--- src/verilog/sem_pkg.sv ---
package sem_pkg;
   // ****************************************
   // Clock and timing
   // ****************************************
   localparam int CLK_PERIOD_NS = 50;
   // ****************************************
   // Layout of a transmit word
   // ****************************************
   localparam int WORD_W = 32;
   localparam int DATA_W = 16;
   localparam int PCS_LSB = 16;
   localparam int LAST_BIT_POS = 24;
   // ****************************************
   // Per-select configuration
   // ****************************************
   localparam int CS_COUNT = 4;
   localparam int CS_IDX_W = 2;
   localparam int DIV_W = 8;
   localparam int BITS_W = 4;
   localparam logic [4:0] BASE_BITS = 5'h08;
   localparam logic [DIV_W-1:0] DIV_ONE = 8'h01;
   localparam logic [5:0] EXTRA_EDGES = 6'h02;
   localparam int FIFO_DEPTH_DEF = 16;
   // ****************************************
   // Reset values
   // ****************************************
   localparam logic [CS_COUNT-1:0] CS_N_RST = 4'hf;
   // ****************************************
   // Sequencer states
   // ****************************************
   typedef enum logic [1:0] {
      S_IDLE = 2'b00,
      S_LOAD = 2'b01,
      S_SHIFT = 2'b10,
      S_DONE = 2'b11
   } sem_state_t;
endpackage

--- src/verilog/sem_fifo.sv ---
`timescale 1ns/100ps
module sem_fifo #(
   parameter int WIDTH = 32,
   parameter int DEPTH = 16
) (
   // Clock and reset
   input wire logic clock_i,
   input wire logic rstn_i,
   input wire logic flush_i,
   // Fill side
   input wire logic in_valid_i,
   output logic in_ready_o,
   input wire logic [WIDTH-1:0] in_data_i,
   // Drain side
   output logic out_valid_o,
   input wire logic out_ready_i,
   output logic [WIDTH-1:0] out_data_o
);
   localparam int AW = $clog2(DEPTH);
   logic [WIDTH-1:0] mem [DEPTH];
   logic [AW-1:0] wr_ptr;
   logic [AW-1:0] rd_ptr;
   logic [AW:0] count;
   logic [AW-1:0] next_wr_ptr;
   logic [AW-1:0] next_rd_ptr;
   logic [AW:0] next_count;
   logic push;
   logic pop;

   assign in_ready_o = (count != DEPTH[AW:0]);
   assign out_valid_o = (count != '0);
   assign out_data_o = mem[rd_ptr];
   assign push = in_valid_i && in_ready_o;
   assign pop = out_valid_o && out_ready_i;

   // ****************************************
   // Pointers
   // ****************************************
   always_comb begin
      next_wr_ptr = wr_ptr;
      next_rd_ptr = rd_ptr;
      next_count = count;
      if (flush_i) begin
         next_wr_ptr = '0;
         next_rd_ptr = '0;
         next_count = '0;
      end else begin
         if (push) begin
            next_wr_ptr = (wr_ptr == AW'(DEPTH - 1)) ? '0 : wr_ptr + 1'b1;
         end
         if (pop) begin
            next_rd_ptr = (rd_ptr == AW'(DEPTH - 1)) ? '0 : rd_ptr + 1'b1;
         end
         next_count = count + {{AW{1'b0}}, push} - {{AW{1'b0}}, pop};
      end
   end

   always_ff @(posedge clock_i) begin
      if (!rstn_i) begin
         wr_ptr <= '0;
         rd_ptr <= '0;
         count <= '0;
      end else begin
         wr_ptr <= next_wr_ptr;
         rd_ptr <= next_rd_ptr;
         count <= next_count;
      end
   end

   // Storage has no reset; empty flag guards reads
   always_ff @(posedge clock_i) begin
      if (push && !flush_i) begin
         mem[wr_ptr] <= in_data_i;
      end
   end
endmodule

--- src/verilog/sem_spi_master.sv ---
`timescale 1ns/100ps
// Summary of operation
// RULE1: With divider odd and not 1, polarity 1 and phase bit 0, one extra clock pulse is sent.
// RULE2: Hold-after-transfer, divider 1, same slave twice with idle between sends word two twice.
// RULE3: Fixed mode with hold set, a last-transfer bit releases the select once transmit is empty; code releases at word end, buffered or not.
// RULE4: In fixed mode the DMA transfer size follows the word length of select 0.
// RULE5: Software doing 8-bit DMA on another select sets select 0's length to 8 bits too.
// RULE6: Divider 1 runs the serial clock at the fastest rate the system clock allows.
// RULE7: Divider 1 with an odd word length of 9 to 15 bits sends one extra clock pulse.
// RULE8: Divider 1 with an even word length of 8 to 16 bits sends a clean clock.
// RULE9: A soft reset in the same cycle as a transmit-ready event is ignored.
// RULE10: Polarity 1, phase 0, going from a slower select to a divider-1 select adds a pulse.
// RULE11: When every select uses divider 1 no extra pulse appears across select changes.
// RULE12: A single soft reset leaves the clock starting before the select; a second one fixes it. Code asserts the select on the first clock edge itself.
// RULE13: Software should drive the select as a plain pin when DMA must hold it between words.
// RULE14: The serial clock is the system clock divided per select, with polarity and phase applied.
module sem_spi_master import sem_pkg::*; #(
   parameter int FIFO_DEPTH = FIFO_DEPTH_DEF
) (
   // Clock and reset
   input wire logic clock_i,
   input wire logic rstn_i,
   // Transmit words from software or DMA
   input wire logic tx_valid_i,
   output logic tx_ready_o,
   input wire logic [WORD_W-1:0] tx_data_i,
   // Control and configuration
   input wire logic soft_reset_command_i,
   input wire logic fixed_mode_i,
   input wire logic [CS_IDX_W-1:0] fixed_cs_i,
   input wire logic [CS_COUNT*DIV_W-1:0] clock_divider_field_i,
   input wire logic [CS_COUNT*BITS_W-1:0] word_bits_i,
   input wire logic [CS_COUNT-1:0] clock_polarity_bit_i,
   input wire logic [CS_COUNT-1:0] clock_phase_bit_i,
   input wire logic [CS_COUNT-1:0] cs_hold_after_transfer_i,
   // Status
   output logic transmit_ready_flag_o,
   output logic transmit_empty_flag_o,
   output logic dma_halfword_o,
   output logic [DATA_W-1:0] rx_data_o,
   output logic rx_valid_o,
   // Serial pins
   output logic serial_clock_pin_o,
   output logic mosi_o,
   input wire logic miso_i,
   output logic [CS_COUNT-1:0] cs_n_o
);
   // ****************************************
   // Declarations
   // ****************************************
   sem_state_t state, next_state;
   logic [DIV_W-1:0] cnt, next_cnt, cur_div, next_cur_div;
   logic [DIV_W-1:0] prev_div, next_prev_div;
   logic [5:0] edges, next_edges, tot, next_tot;
   logic [4:0] nbits, next_nbits;
   logic [DATA_W-1:0] shreg, next_shreg, rxreg, next_rxreg;
   logic [DATA_W-1:0] rx_data, next_rx_data;
   logic [WORD_W-1:0] word, next_word;
   logic [CS_COUNT-1:0] cs_n, next_cs_n;
   logic [CS_IDX_W-1:0] cur_cs, next_cur_cs, prev_cs, next_prev_cs;
   logic sclk, next_sclk, mosi, next_mosi, rx_valid, next_rx_valid;
   logic cur_clock_polarity_bit, next_cur_clock_polarity_bit, cur_clock_phase_bit, next_cur_clock_phase_bit;
   logic cur_hold, next_cur_hold, cur_last, next_cur_last;
   logic repeat_pend, next_repeat_pend, idle_seen, next_idle_seen;
   logic sr_half, next_sr_half;
   logic miso_m, miso_s;
   logic fifo_valid, pop, pop_req, flush, sr_take, tick;
   logic [WORD_W-1:0] fifo_data;
   logic [CS_IDX_W-1:0] sel;
   logic [DIV_W-1:0] sel_div [CS_COUNT];
   logic [4:0] sel_nbits [CS_COUNT];
   logic [4:0] w_nbits;
   logic [DIV_W-1:0] w_div;
   logic w_clock_polarity_bit, w_clock_phase_bit, w_extra;

   // ****************************************
   // Per-select field unpacking
   // ****************************************
   for (genvar g = 0; g < CS_COUNT; g++) begin : g_sel
      assign sel_div[g] = clock_divider_field_i[g*DIV_W +: DIV_W];
      assign sel_nbits[g] = BASE_BITS + {1'b0, word_bits_i[g*BITS_W +: BITS_W]};
   end

   // ****************************************
   // Transmit buffer
   // ****************************************
   sem_fifo #(.WIDTH(WORD_W), .DEPTH(FIFO_DEPTH)) u_fifo (
      .clock_i(clock_i),
      .rstn_i(rstn_i),
      .flush_i(flush),
      .in_valid_i(tx_valid_i),
      .in_ready_o(tx_ready_o),
      .in_data_i(tx_data_i),
      .out_valid_o(fifo_valid),
      .out_ready_i(pop),
      .out_data_o(fifo_data)
   );

   // Second flop alone reads the first
   always_ff @(posedge clock_i) begin
      if (!rstn_i) begin
         miso_m <= 1'b0;
         miso_s <= 1'b0;
      end else begin
         miso_m <= miso_i;
         miso_s <= miso_m;
      end
   end

   // ****************************************
   // Word setup
   // ****************************************
   assign sel = fixed_mode_i ? fixed_cs_i : fifo_data[PCS_LSB +: CS_IDX_W];
   assign w_div = sel_div[sel];
   assign w_nbits = sel_nbits[sel];
   assign w_clock_polarity_bit = clock_polarity_bit_i[sel];
   assign w_clock_phase_bit = clock_phase_bit_i[sel];
   // Anomalous extra pulse; all-divider-1 setups never hit the third term
   assign w_extra = (w_div[0] && w_div != DIV_ONE && w_clock_polarity_bit && !w_clock_phase_bit)  // RULE1
      || (w_div == DIV_ONE && w_nbits[0])  // RULE7 RULE8
      || (w_div == DIV_ONE && prev_div != DIV_ONE && w_clock_polarity_bit
          && !w_clock_phase_bit);  // RULE10 RULE11
   // Size follows select 0 in fixed mode, not the selected one
   assign dma_halfword_o = fixed_mode_i ? (word_bits_i[BITS_W-1:0] != '0)
      : (w_nbits != BASE_BITS);  // RULE4
   // Divider 1 toggles every system clock, the fastest rate possible
   assign tick = (cur_div <= DIV_ONE) || (cnt == cur_div - DIV_ONE);  // RULE6 RULE14
   // Pop request comes from state and fifo_valid only, so no loop through sr_take
   assign pop_req = (state == S_IDLE) && fifo_valid;
   assign sr_take = soft_reset_command_i && !pop_req;  // RULE9
   assign flush = sr_take;
   assign transmit_ready_flag_o = tx_ready_o;
   assign transmit_empty_flag_o = (state == S_IDLE) && !fifo_valid;

   // ****************************************
   // Sequencer
   // ****************************************
   always_comb begin
      next_state = state;
      next_cnt = cnt;
      next_cur_div = cur_div;
      next_prev_div = prev_div;
      next_edges = edges;
      next_tot = tot;
      next_nbits = nbits;
      next_shreg = shreg;
      next_rxreg = rxreg;
      next_rx_data = rx_data;
      next_word = word;
      next_cs_n = cs_n;
      next_cur_cs = cur_cs;
      next_prev_cs = prev_cs;
      next_sclk = sclk;
      next_mosi = mosi;
      next_rx_valid = 1'b0;
      next_cur_clock_polarity_bit = cur_clock_polarity_bit;
      next_cur_clock_phase_bit = cur_clock_phase_bit;
      next_cur_hold = cur_hold;
      next_cur_last = cur_last;
      next_repeat_pend = repeat_pend;
      next_idle_seen = idle_seen;
      next_sr_half = sr_half;
      pop = 1'b0;
      if (sr_take) begin
         next_state = S_IDLE;
         next_cs_n = CS_N_RST;
         next_sclk = cur_clock_polarity_bit;
         next_repeat_pend = 1'b0;
         next_sr_half = !sr_half;  // RULE12
      end else begin
         case (state)
            S_IDLE: begin
               if (!fifo_valid) begin
                  next_idle_seen = 1'b1;
               end else begin
                  pop = 1'b1;
                  next_word = fifo_data;
                  next_cur_cs = sel;
                  next_cur_div = w_div;
                  next_nbits = w_nbits;
                  next_cur_clock_polarity_bit = w_clock_polarity_bit;
                  next_cur_clock_phase_bit = w_clock_phase_bit;
                  next_cur_hold = cs_hold_after_transfer_i[sel];
                  next_cur_last = fifo_data[LAST_BIT_POS];
                  next_tot = {w_nbits, 1'b0} + (w_extra ? EXTRA_EDGES : '0);
                  next_repeat_pend = cs_hold_after_transfer_i[sel]
                     && w_div == DIV_ONE && sel == prev_cs && idle_seen
                     && !cs_n[sel];  // RULE2
                  next_idle_seen = 1'b0;
                  next_state = S_LOAD;
               end
            end
            S_LOAD: begin
               next_shreg = word[DATA_W-1:0] << (5'd16 - nbits);
               next_mosi = cur_clock_phase_bit ? next_shreg[DATA_W-1] : mosi;
               next_sclk = cur_clock_polarity_bit;
               next_cnt = '0;
               next_edges = '0;
               // Select held back to the first clock edge after one lone soft reset
               if (!sr_half) begin
                  next_cs_n = ~(4'h1 << cur_cs);
               end
               next_state = S_SHIFT;
            end
            S_SHIFT: begin
               next_cnt = tick ? '0 : cnt + DIV_ONE;
               if (tick) begin
                  next_sclk = !sclk;  // RULE14
                  next_edges = edges + 6'h01;
                  next_cs_n = ~(4'h1 << cur_cs);  // RULE12
                  if (edges[0] == cur_clock_phase_bit) begin
                     next_mosi = cur_clock_phase_bit ? shreg[DATA_W-2] : shreg[DATA_W-1];
                     next_shreg = {shreg[DATA_W-2:0], 1'b0};
                  end else begin
                     next_rxreg = {rxreg[DATA_W-2:0], miso_s};
                  end
                  if (edges + 6'h01 == tot) begin
                     next_state = S_DONE;
                  end
               end
            end
            S_DONE: begin
               next_rx_valid = 1'b1;
               next_rx_data = rxreg;
               next_prev_cs = cur_cs;
               next_prev_div = cur_div;
               next_sclk = cur_clock_polarity_bit;
               if (repeat_pend) begin
                  next_repeat_pend = 1'b0;
                  next_state = S_LOAD;  // RULE2
               end else begin
                  // Release on last-transfer bit at the end of the word, buffered words or not
                  if (cur_last || !cur_hold) begin
                     next_cs_n = CS_N_RST;  // RULE3
                  end
                  next_state = S_IDLE;
               end
            end
            default: next_state = S_IDLE;
         endcase
      end
   end

   always_ff @(posedge clock_i) begin
      if (!rstn_i) begin
         state <= S_IDLE;
         cnt <= '0;
         cur_div <= DIV_ONE;
         prev_div <= DIV_ONE;
         edges <= '0;
         tot <= '0;
         nbits <= BASE_BITS;
         shreg <= '0;
         rxreg <= '0;
         rx_data <= '0;
         word <= '0;
         cs_n <= CS_N_RST;
         cur_cs <= '0;
         prev_cs <= '0;
         sclk <= 1'b0;
         mosi <= 1'b0;
         rx_valid <= 1'b0;
         cur_clock_polarity_bit <= 1'b0;
         cur_clock_phase_bit <= 1'b0;
         cur_hold <= 1'b0;
         cur_last <= 1'b0;
         repeat_pend <= 1'b0;
         idle_seen <= 1'b0;
         sr_half <= 1'b0;
      end else begin
         state <= next_state;
         cnt <= next_cnt;
         cur_div <= next_cur_div;
         prev_div <= next_prev_div;
         edges <= next_edges;
         tot <= next_tot;
         nbits <= next_nbits;
         shreg <= next_shreg;
         rxreg <= next_rxreg;
         rx_data <= next_rx_data;
         word <= next_word;
         cs_n <= next_cs_n;
         cur_cs <= next_cur_cs;
         prev_cs <= next_prev_cs;
         sclk <= next_sclk;
         mosi <= next_mosi;
         rx_valid <= next_rx_valid;
         cur_clock_polarity_bit <= next_cur_clock_polarity_bit;
         cur_clock_phase_bit <= next_cur_clock_phase_bit;
         cur_hold <= next_cur_hold;
         cur_last <= next_cur_last;
         repeat_pend <= next_repeat_pend;
         idle_seen <= next_idle_seen;
         sr_half <= next_sr_half;
      end
   end

   assign serial_clock_pin_o = sclk;
   assign mosi_o = mosi;
   assign cs_n_o = cs_n;
   assign rx_data_o = rx_data;
   assign rx_valid_o = rx_valid;
endmodule
--- config.mk ---
export PLATFORM = sky130hd
export DESIGN_NAME = sem_spi_master
export DESIGN_NICKNAME = d
export VERILOG_FILES = /design/src/verilog/sem_pkg.sv /design/src/verilog/sem_fifo.sv /design/src/verilog/sem_spi_master.sv
export SDC_FILE = /design/constraint.sdc
export NUM_CORES = 1
export LEC_CHECK = 0
export BUFFER_PORTS_ARGS = -buffer_cell sky130_fd_sc_hd__buf_4
export CAP_MARGIN = 15
export CORE_UTILIZATION = 45
export DETAILED_ROUTE_END_ITERATION = 12
export GPL_ROUTABILITY_DRIVEN = 1
export SLEW_MARGIN = 20
export SYNTH_ARGS = -nofsm -noshare
export SYNTH_HDL_FRONTEND = slang
export SYNTH_SLANG_ARGS = --single-unit
export TNS_END_PERCENT = 100
--- constraint.sdc ---
create_clock -name clock_i -period 4.76 [get_ports clock_i]
set_clock_uncertainty 0.15 [all_clocks]
set_input_delay 0.476 -clock clock_i [delete_from_list [all_inputs] [get_ports clock_i]]
set_output_delay 0.476 -clock clock_i [all_outputs]
set_load 0.01 [all_outputs]
# Word level (Yosys, flattened, before mapping)
# Memories as Yosys holds them, arrays and structs flattened. A register that Yosys moved wholly into a read port is not among the register bits.
# Cells that the tools add are included.
dict set report totals {
  mem_count 1
  input_bits 100
  mem_bits_rw 512
  elab_cells 181
  output_inout_bits 27
  reg_bits 140
}
# memory depth width rd rd_clocked_by_memory_dff wr line_no
set memory_table {}
lappend memory_table {u_fifo.mem 16 32 1 1 1 sem_fifo.sv:20} ;# logic [WIDTH-1:0] mem [DEPTH];
dict set report op_classes {
  reduce_logical 50
  magnitude_cmp 3
  n_mux 55
  n_bitwise 5
  addsub 13
  shifts 2
  eq_ne 23
}
# operator n
set op_table {}
lappend op_table {{$mux W16} 2}
lappend op_table {{$mux W4} 8}
lappend op_table {{$pmux W16 S2} 1}
lappend op_table {{$mux W8} 3}
lappend op_table {{$add A4 B4 Y5 const A} 4}
lappend op_table {{$mux W1} 20}
lappend op_table {{$logic_and A1 B1 Y1} 17}
lappend op_table {{$bmux W8 S2} 1}
lappend op_table {{$ne A2 B2 Y1 const B} 8}
lappend op_table {{$ne A8 B1 Y1 const B} 2}
lappend op_table {{$pmux W8 S2} 1}
lappend op_table {{$shl A16 B5 Y16} 1}
lappend op_table {{$pmux W4 S3} 1}
lappend op_table {{$pmux W6 S2} 1}
lappend op_table {{$bmux W5 S2} 1}
lappend op_table {{$mux W2} 5}
lappend op_table {{$mux W5} 2}
lappend op_table {{$reduce_and A2 Y1} 5}
lappend op_table {{$reduce_and A5 Y1} 2}
lappend op_table {{$reduce_and A3 Y1} 3}
lappend op_table {{$add A4 B1 Y4 const B} 2}
lappend op_table {{$add A8 B1 Y8 const B} 1}
lappend op_table {{$bmux W1 S2} 4}
lappend op_table {{$eq A4 B4 Y1 const B} 2}
lappend op_table {{35 further kinds} 54}

# Depth between registers and ports, before layout
dict set report logic_depth {
  word_depth 13
  ltp_mapped 18
  mapped_depth_nobuf 15
}

# Cells and area by module
# Synthesis repeated with hierarchy kept, for this count alone.
dict set report unflattened {
  hier_cells 1684
  hier_area_um2 26678.1
}
# module area_per_inst_um2 n_inst seq_area_each_um2 cells_each
set by_module_without_submodules {}
lappend by_module_without_submodules {sem_fifo 20049.2 1 15715.1 895}
lappend by_module_without_submodules {sem_spi_master 6628.9 1 2522.4 789}

# Least setup slack after synthesis
# OpenSTA, ideal clock, no wires.
dict set report synth_path {
  path_type {register to register}
  from {register (tool-made name)}
  to {register tot[3]}
  n_path_buf 1
  stages_incl_launch_ff 14
  path_slack_ps 1185
  required_time_ps 4524
  t_arrival_ps 3339
  setup_time_ps 86
  period_less_slack_ps 3575
  cell_sequence {dfxtp_1 buf_6 mux4_2 mux2_2 o22a_2 and3_1 a211o_1 a2111oi_4 and4_1 o31ai_1 ha_1 ha_1 xnor2_1 a211oi_1}
}
# element line_no
set synth_lines {}
lappend synth_lines {{end signal: assignment} sem_spi_master.sv:276} ;# tot <= next_tot;
lappend synth_lines {{end: declaration} sem_spi_master.sv:54} ;# logic [5:0] edges, next_edges, tot, next_tot;

==> summary.txt <==
Status
  • Status: completed

STA
  • Slew @ Worst Pin: 1055 ps
  • Fin. Hold Viols: 0
  • Final setup TNS: 0 ps
  • Fin crit share: 0.9278
  • Final setup violation count: 0
  • Max_slew headroom: 0.2970
  • Fmax: 226.4 MHz
  • RSZ-0062 raised after global routing: no
  • Slew Viols, Final: 0
  • Tmin final: 4416 ps

Logic synthesis
  • Mapped Avg Cell Area: 13.70 sq um
  • Ys flop type: edfxtp_1
  • Top cell type by total area after synthesis: edfxtp_1
  • Post-Syn Area: 18980 sq um
  • Most frequent cell after synthesis: edfxtp_1
  • Synth cell count leaders: 304 x edfxtp_1, 183 x nand2_1, 143 x dfxtp_1, 111 x a21oi_1, 97 x mux4_2
  • Share of the synthesized area in the top cell type: 0.4809
  • EDFF count, synth: 304
  • Seq cells post-synth: 447
  • Syn_nets: 1509
  • Post-Synthesis Cells: 1386
  • Largest cells by area after synthesis: edfxtp_1 48%, dfxtp_1 15%, mux4_2 12%
  • Seq/Total Area, Yosys: 0.6317
  • Post-synthesis async set-or-reset flop share: 0
  • Yosys cell types: 70
  • YS warnings: 0

Final layout
  • Final core utilization: 0.5364
  • Antenna cells: 0
  • Filler Cell Count: 3432
  • Area grow syn2layout: 16.43%
  • Final #Nets: 1633
  • Share of layout cells above drive strength 1: 0.2219

Floorplanning
  • Cell Rows: 74
  • Io pins: 127
  • Core area: 41200 sq um
  • Initial Util: 0.4607
  • Die width: 207.4 microns
  • DIE AREA: 43010 sq um
  • Chip height: 207.4 microns

Detailed routing
  • 1st-pass router iterations: 5
  • Drt via density: 5.631
  • DRT antenna net count: 0
  • Routed WL: 43360 microns
  • Initial drt markers: 805
  • Routed WL per cell: 20.87 microns
  • DR vias: 11.70k
  • DRC errors left: 0

Global route
  • Initial antenna violation count: 0
  • GRT overflow: 0
  • First-pass GRT wire length: 67320 microns
  • Maximum number of pins on one net before global-route repair: 69
  • Vias in the first global route: 11.55k
  • Gr usage total: 0.2047

Hold path
  • Hold crit path type: in2reg

Worst setup path
  • Worst Setup End Kind: output pin
  • Delay-heaviest family, CP: multiplexers
  • Setup CP Type: reg2out
  • Critical Path RT: 4130 ps
  • Worst Path Arrival: 3790 ps
  • Most common cell on crit path: nand2_1
  • WP buf/inv: 1
  • Largest stage delay on the critical path: 540 ps
  • Cells along the critical path: mux4_2 -> mux2_2 -> o22a_2 -> nand2_1 -> nand2_1 -> a31oi_2 -> nor4_1 -> mux2i_1 -> buf_4
  • CP Launch Type: flop
  • Worst reg-to-reg setup slack: 610 ps
  • CP Max Fanout: 25
  • Crit-path slowest cell: mux4_2

Place
  • Port bufs: 113
  • HPWL after DPL: 25690 microns
  • Routability cong.: 0.8313

Power
  • Worst vdd ir: 280.9 uV
  • Pwr per Cell Area: 557.9 nW/um^2
  • Leakage: 7.528 nW
  • Total power: 12.33 mW

Clock tree
  • Post-CTS setup buffers: 0
  • Root Buffer: clkbuf_16
  • CTS buffer count: 47
  • Worst-skew pair later-pin latency: 610 ps
  • H-tree depth: 2
  • Total clock sinks: 447
  • Clk slew on worst S/H paths: 60 ps
  • Clk buf depth: 3
  • CTS tree: done

Run
  • Maxcap violations: 0
final timing paths:
check / endpoint / cells after the start / from
worst max-delay path: dma_halfword_o / 9 / flop
worst min register to register: miso_s / 1 / miso_m
worst max register to register: tot[3] / 12 / flop
worst min-delay path: u_fifo.mem[11][10] / 1 / tx_data_i[10]
timing repair:
action | CTS | global route
gates resized for setup | 0 | 1
hold buffers | 14 | 0
endpoints found under the hold margin | 150 | 0
endpoints found under the setup margin | 0 | 1
logic make-up after synthesis:
family / count (synthesis) / share of synthesized area
simple gates: 376 / 0.08872
xor+xnor: 36 / 0.01661
flops: 447 / 0.6317
mux: 137 / 0.1366
compound gates: 259 / 0.08759
buf+inv: 108 / 0.02327
fa+ha+maj: 23 / 0.01555
final cells by class:
type | count | area (sq um) | share of cell area
tap | 532 | 665.6 | 0.03012
sequential | 447 | 12000 | 0.5430
inverter | 22 | 85.08 | 0.003850
multi-input combinational | 831 | 6594 | 0.2983
clock buffer | 66 | 1330 | 0.06018
clock inverter | 19 | 178.9 | 0.008096
timing repair buffer | 161 | 1247 | 0.05644
power by group:
| group | internal [mW] | leakage [nW] | switching (mW) |
|---|---|---|---|
| sequential | 4.52 | 3.91 | 0.319 |
| combinational | 1.71 | 2.88 | 2.24 |
| clock | 2.02 | 0.736 | 1.53 |
registers in the layout, summed over array words and instances, names as in the netlist, 2 cells and up, named ones only:
| name | flops |
|---|---|
| cnt | 8 |
| cs_n_o | 4 |
| cur_cs | 2 |
| cur_div | 8 |
| edges | 6 |
| nbits | 5 |
| prev_cs | 2 |
| prev_div | 8 |
| rx_data_o | 16 |
| rxreg | 16 |
| shreg | 16 |
| state | 2 |
| tot | 5 |
| u_fifo.count | 5 |
| u_fifo.mem | 304 |
| u_fifo.rd_ptr | 4 |
| u_fifo.wr_ptr | 4 |
| word | 16 |
layout by cell type (no fill, tap or decap), types with 21 or more instances in the layout:
master	count
nor2_1	74
mux2i_1	34
nand2_1	183
edfxtp_1	304
o21ai_0	32
buf_4	146
ha_1	22
inv_1	21
nand3_1	26
mux4_2	97
a211oi_1	27
a21oi_1	111
clkbuf_16	49
xor2_1	21
dfxtp_1	140
per-stage QoR:
step	worst slack (ps)	cells	instance area (sq um)	hold WS, ps
finish	343.6	2078	22100	27.66
floorplan	1185	1386	18980	261.9
global placement	616.0	1979	20440	265.1
global route	80.29	2078	22100	33.41
CTS	162.0	2078	22090	8.370
detailed placement	583.9	1979	20440	279.3
metal layers:
metal | GRT usage | vias up | wire, microns
li1 | - | 5522 | -
met1 | 0.2733 | 5824 | 19210
met2 | 0.3411 | 293 | 21030
met3 | 0.02980 | 63 | 1972
met4 | 0.07463 | 0 | 1158
met5 | 0 | - | 0
(Power assumes the default switching activity.)
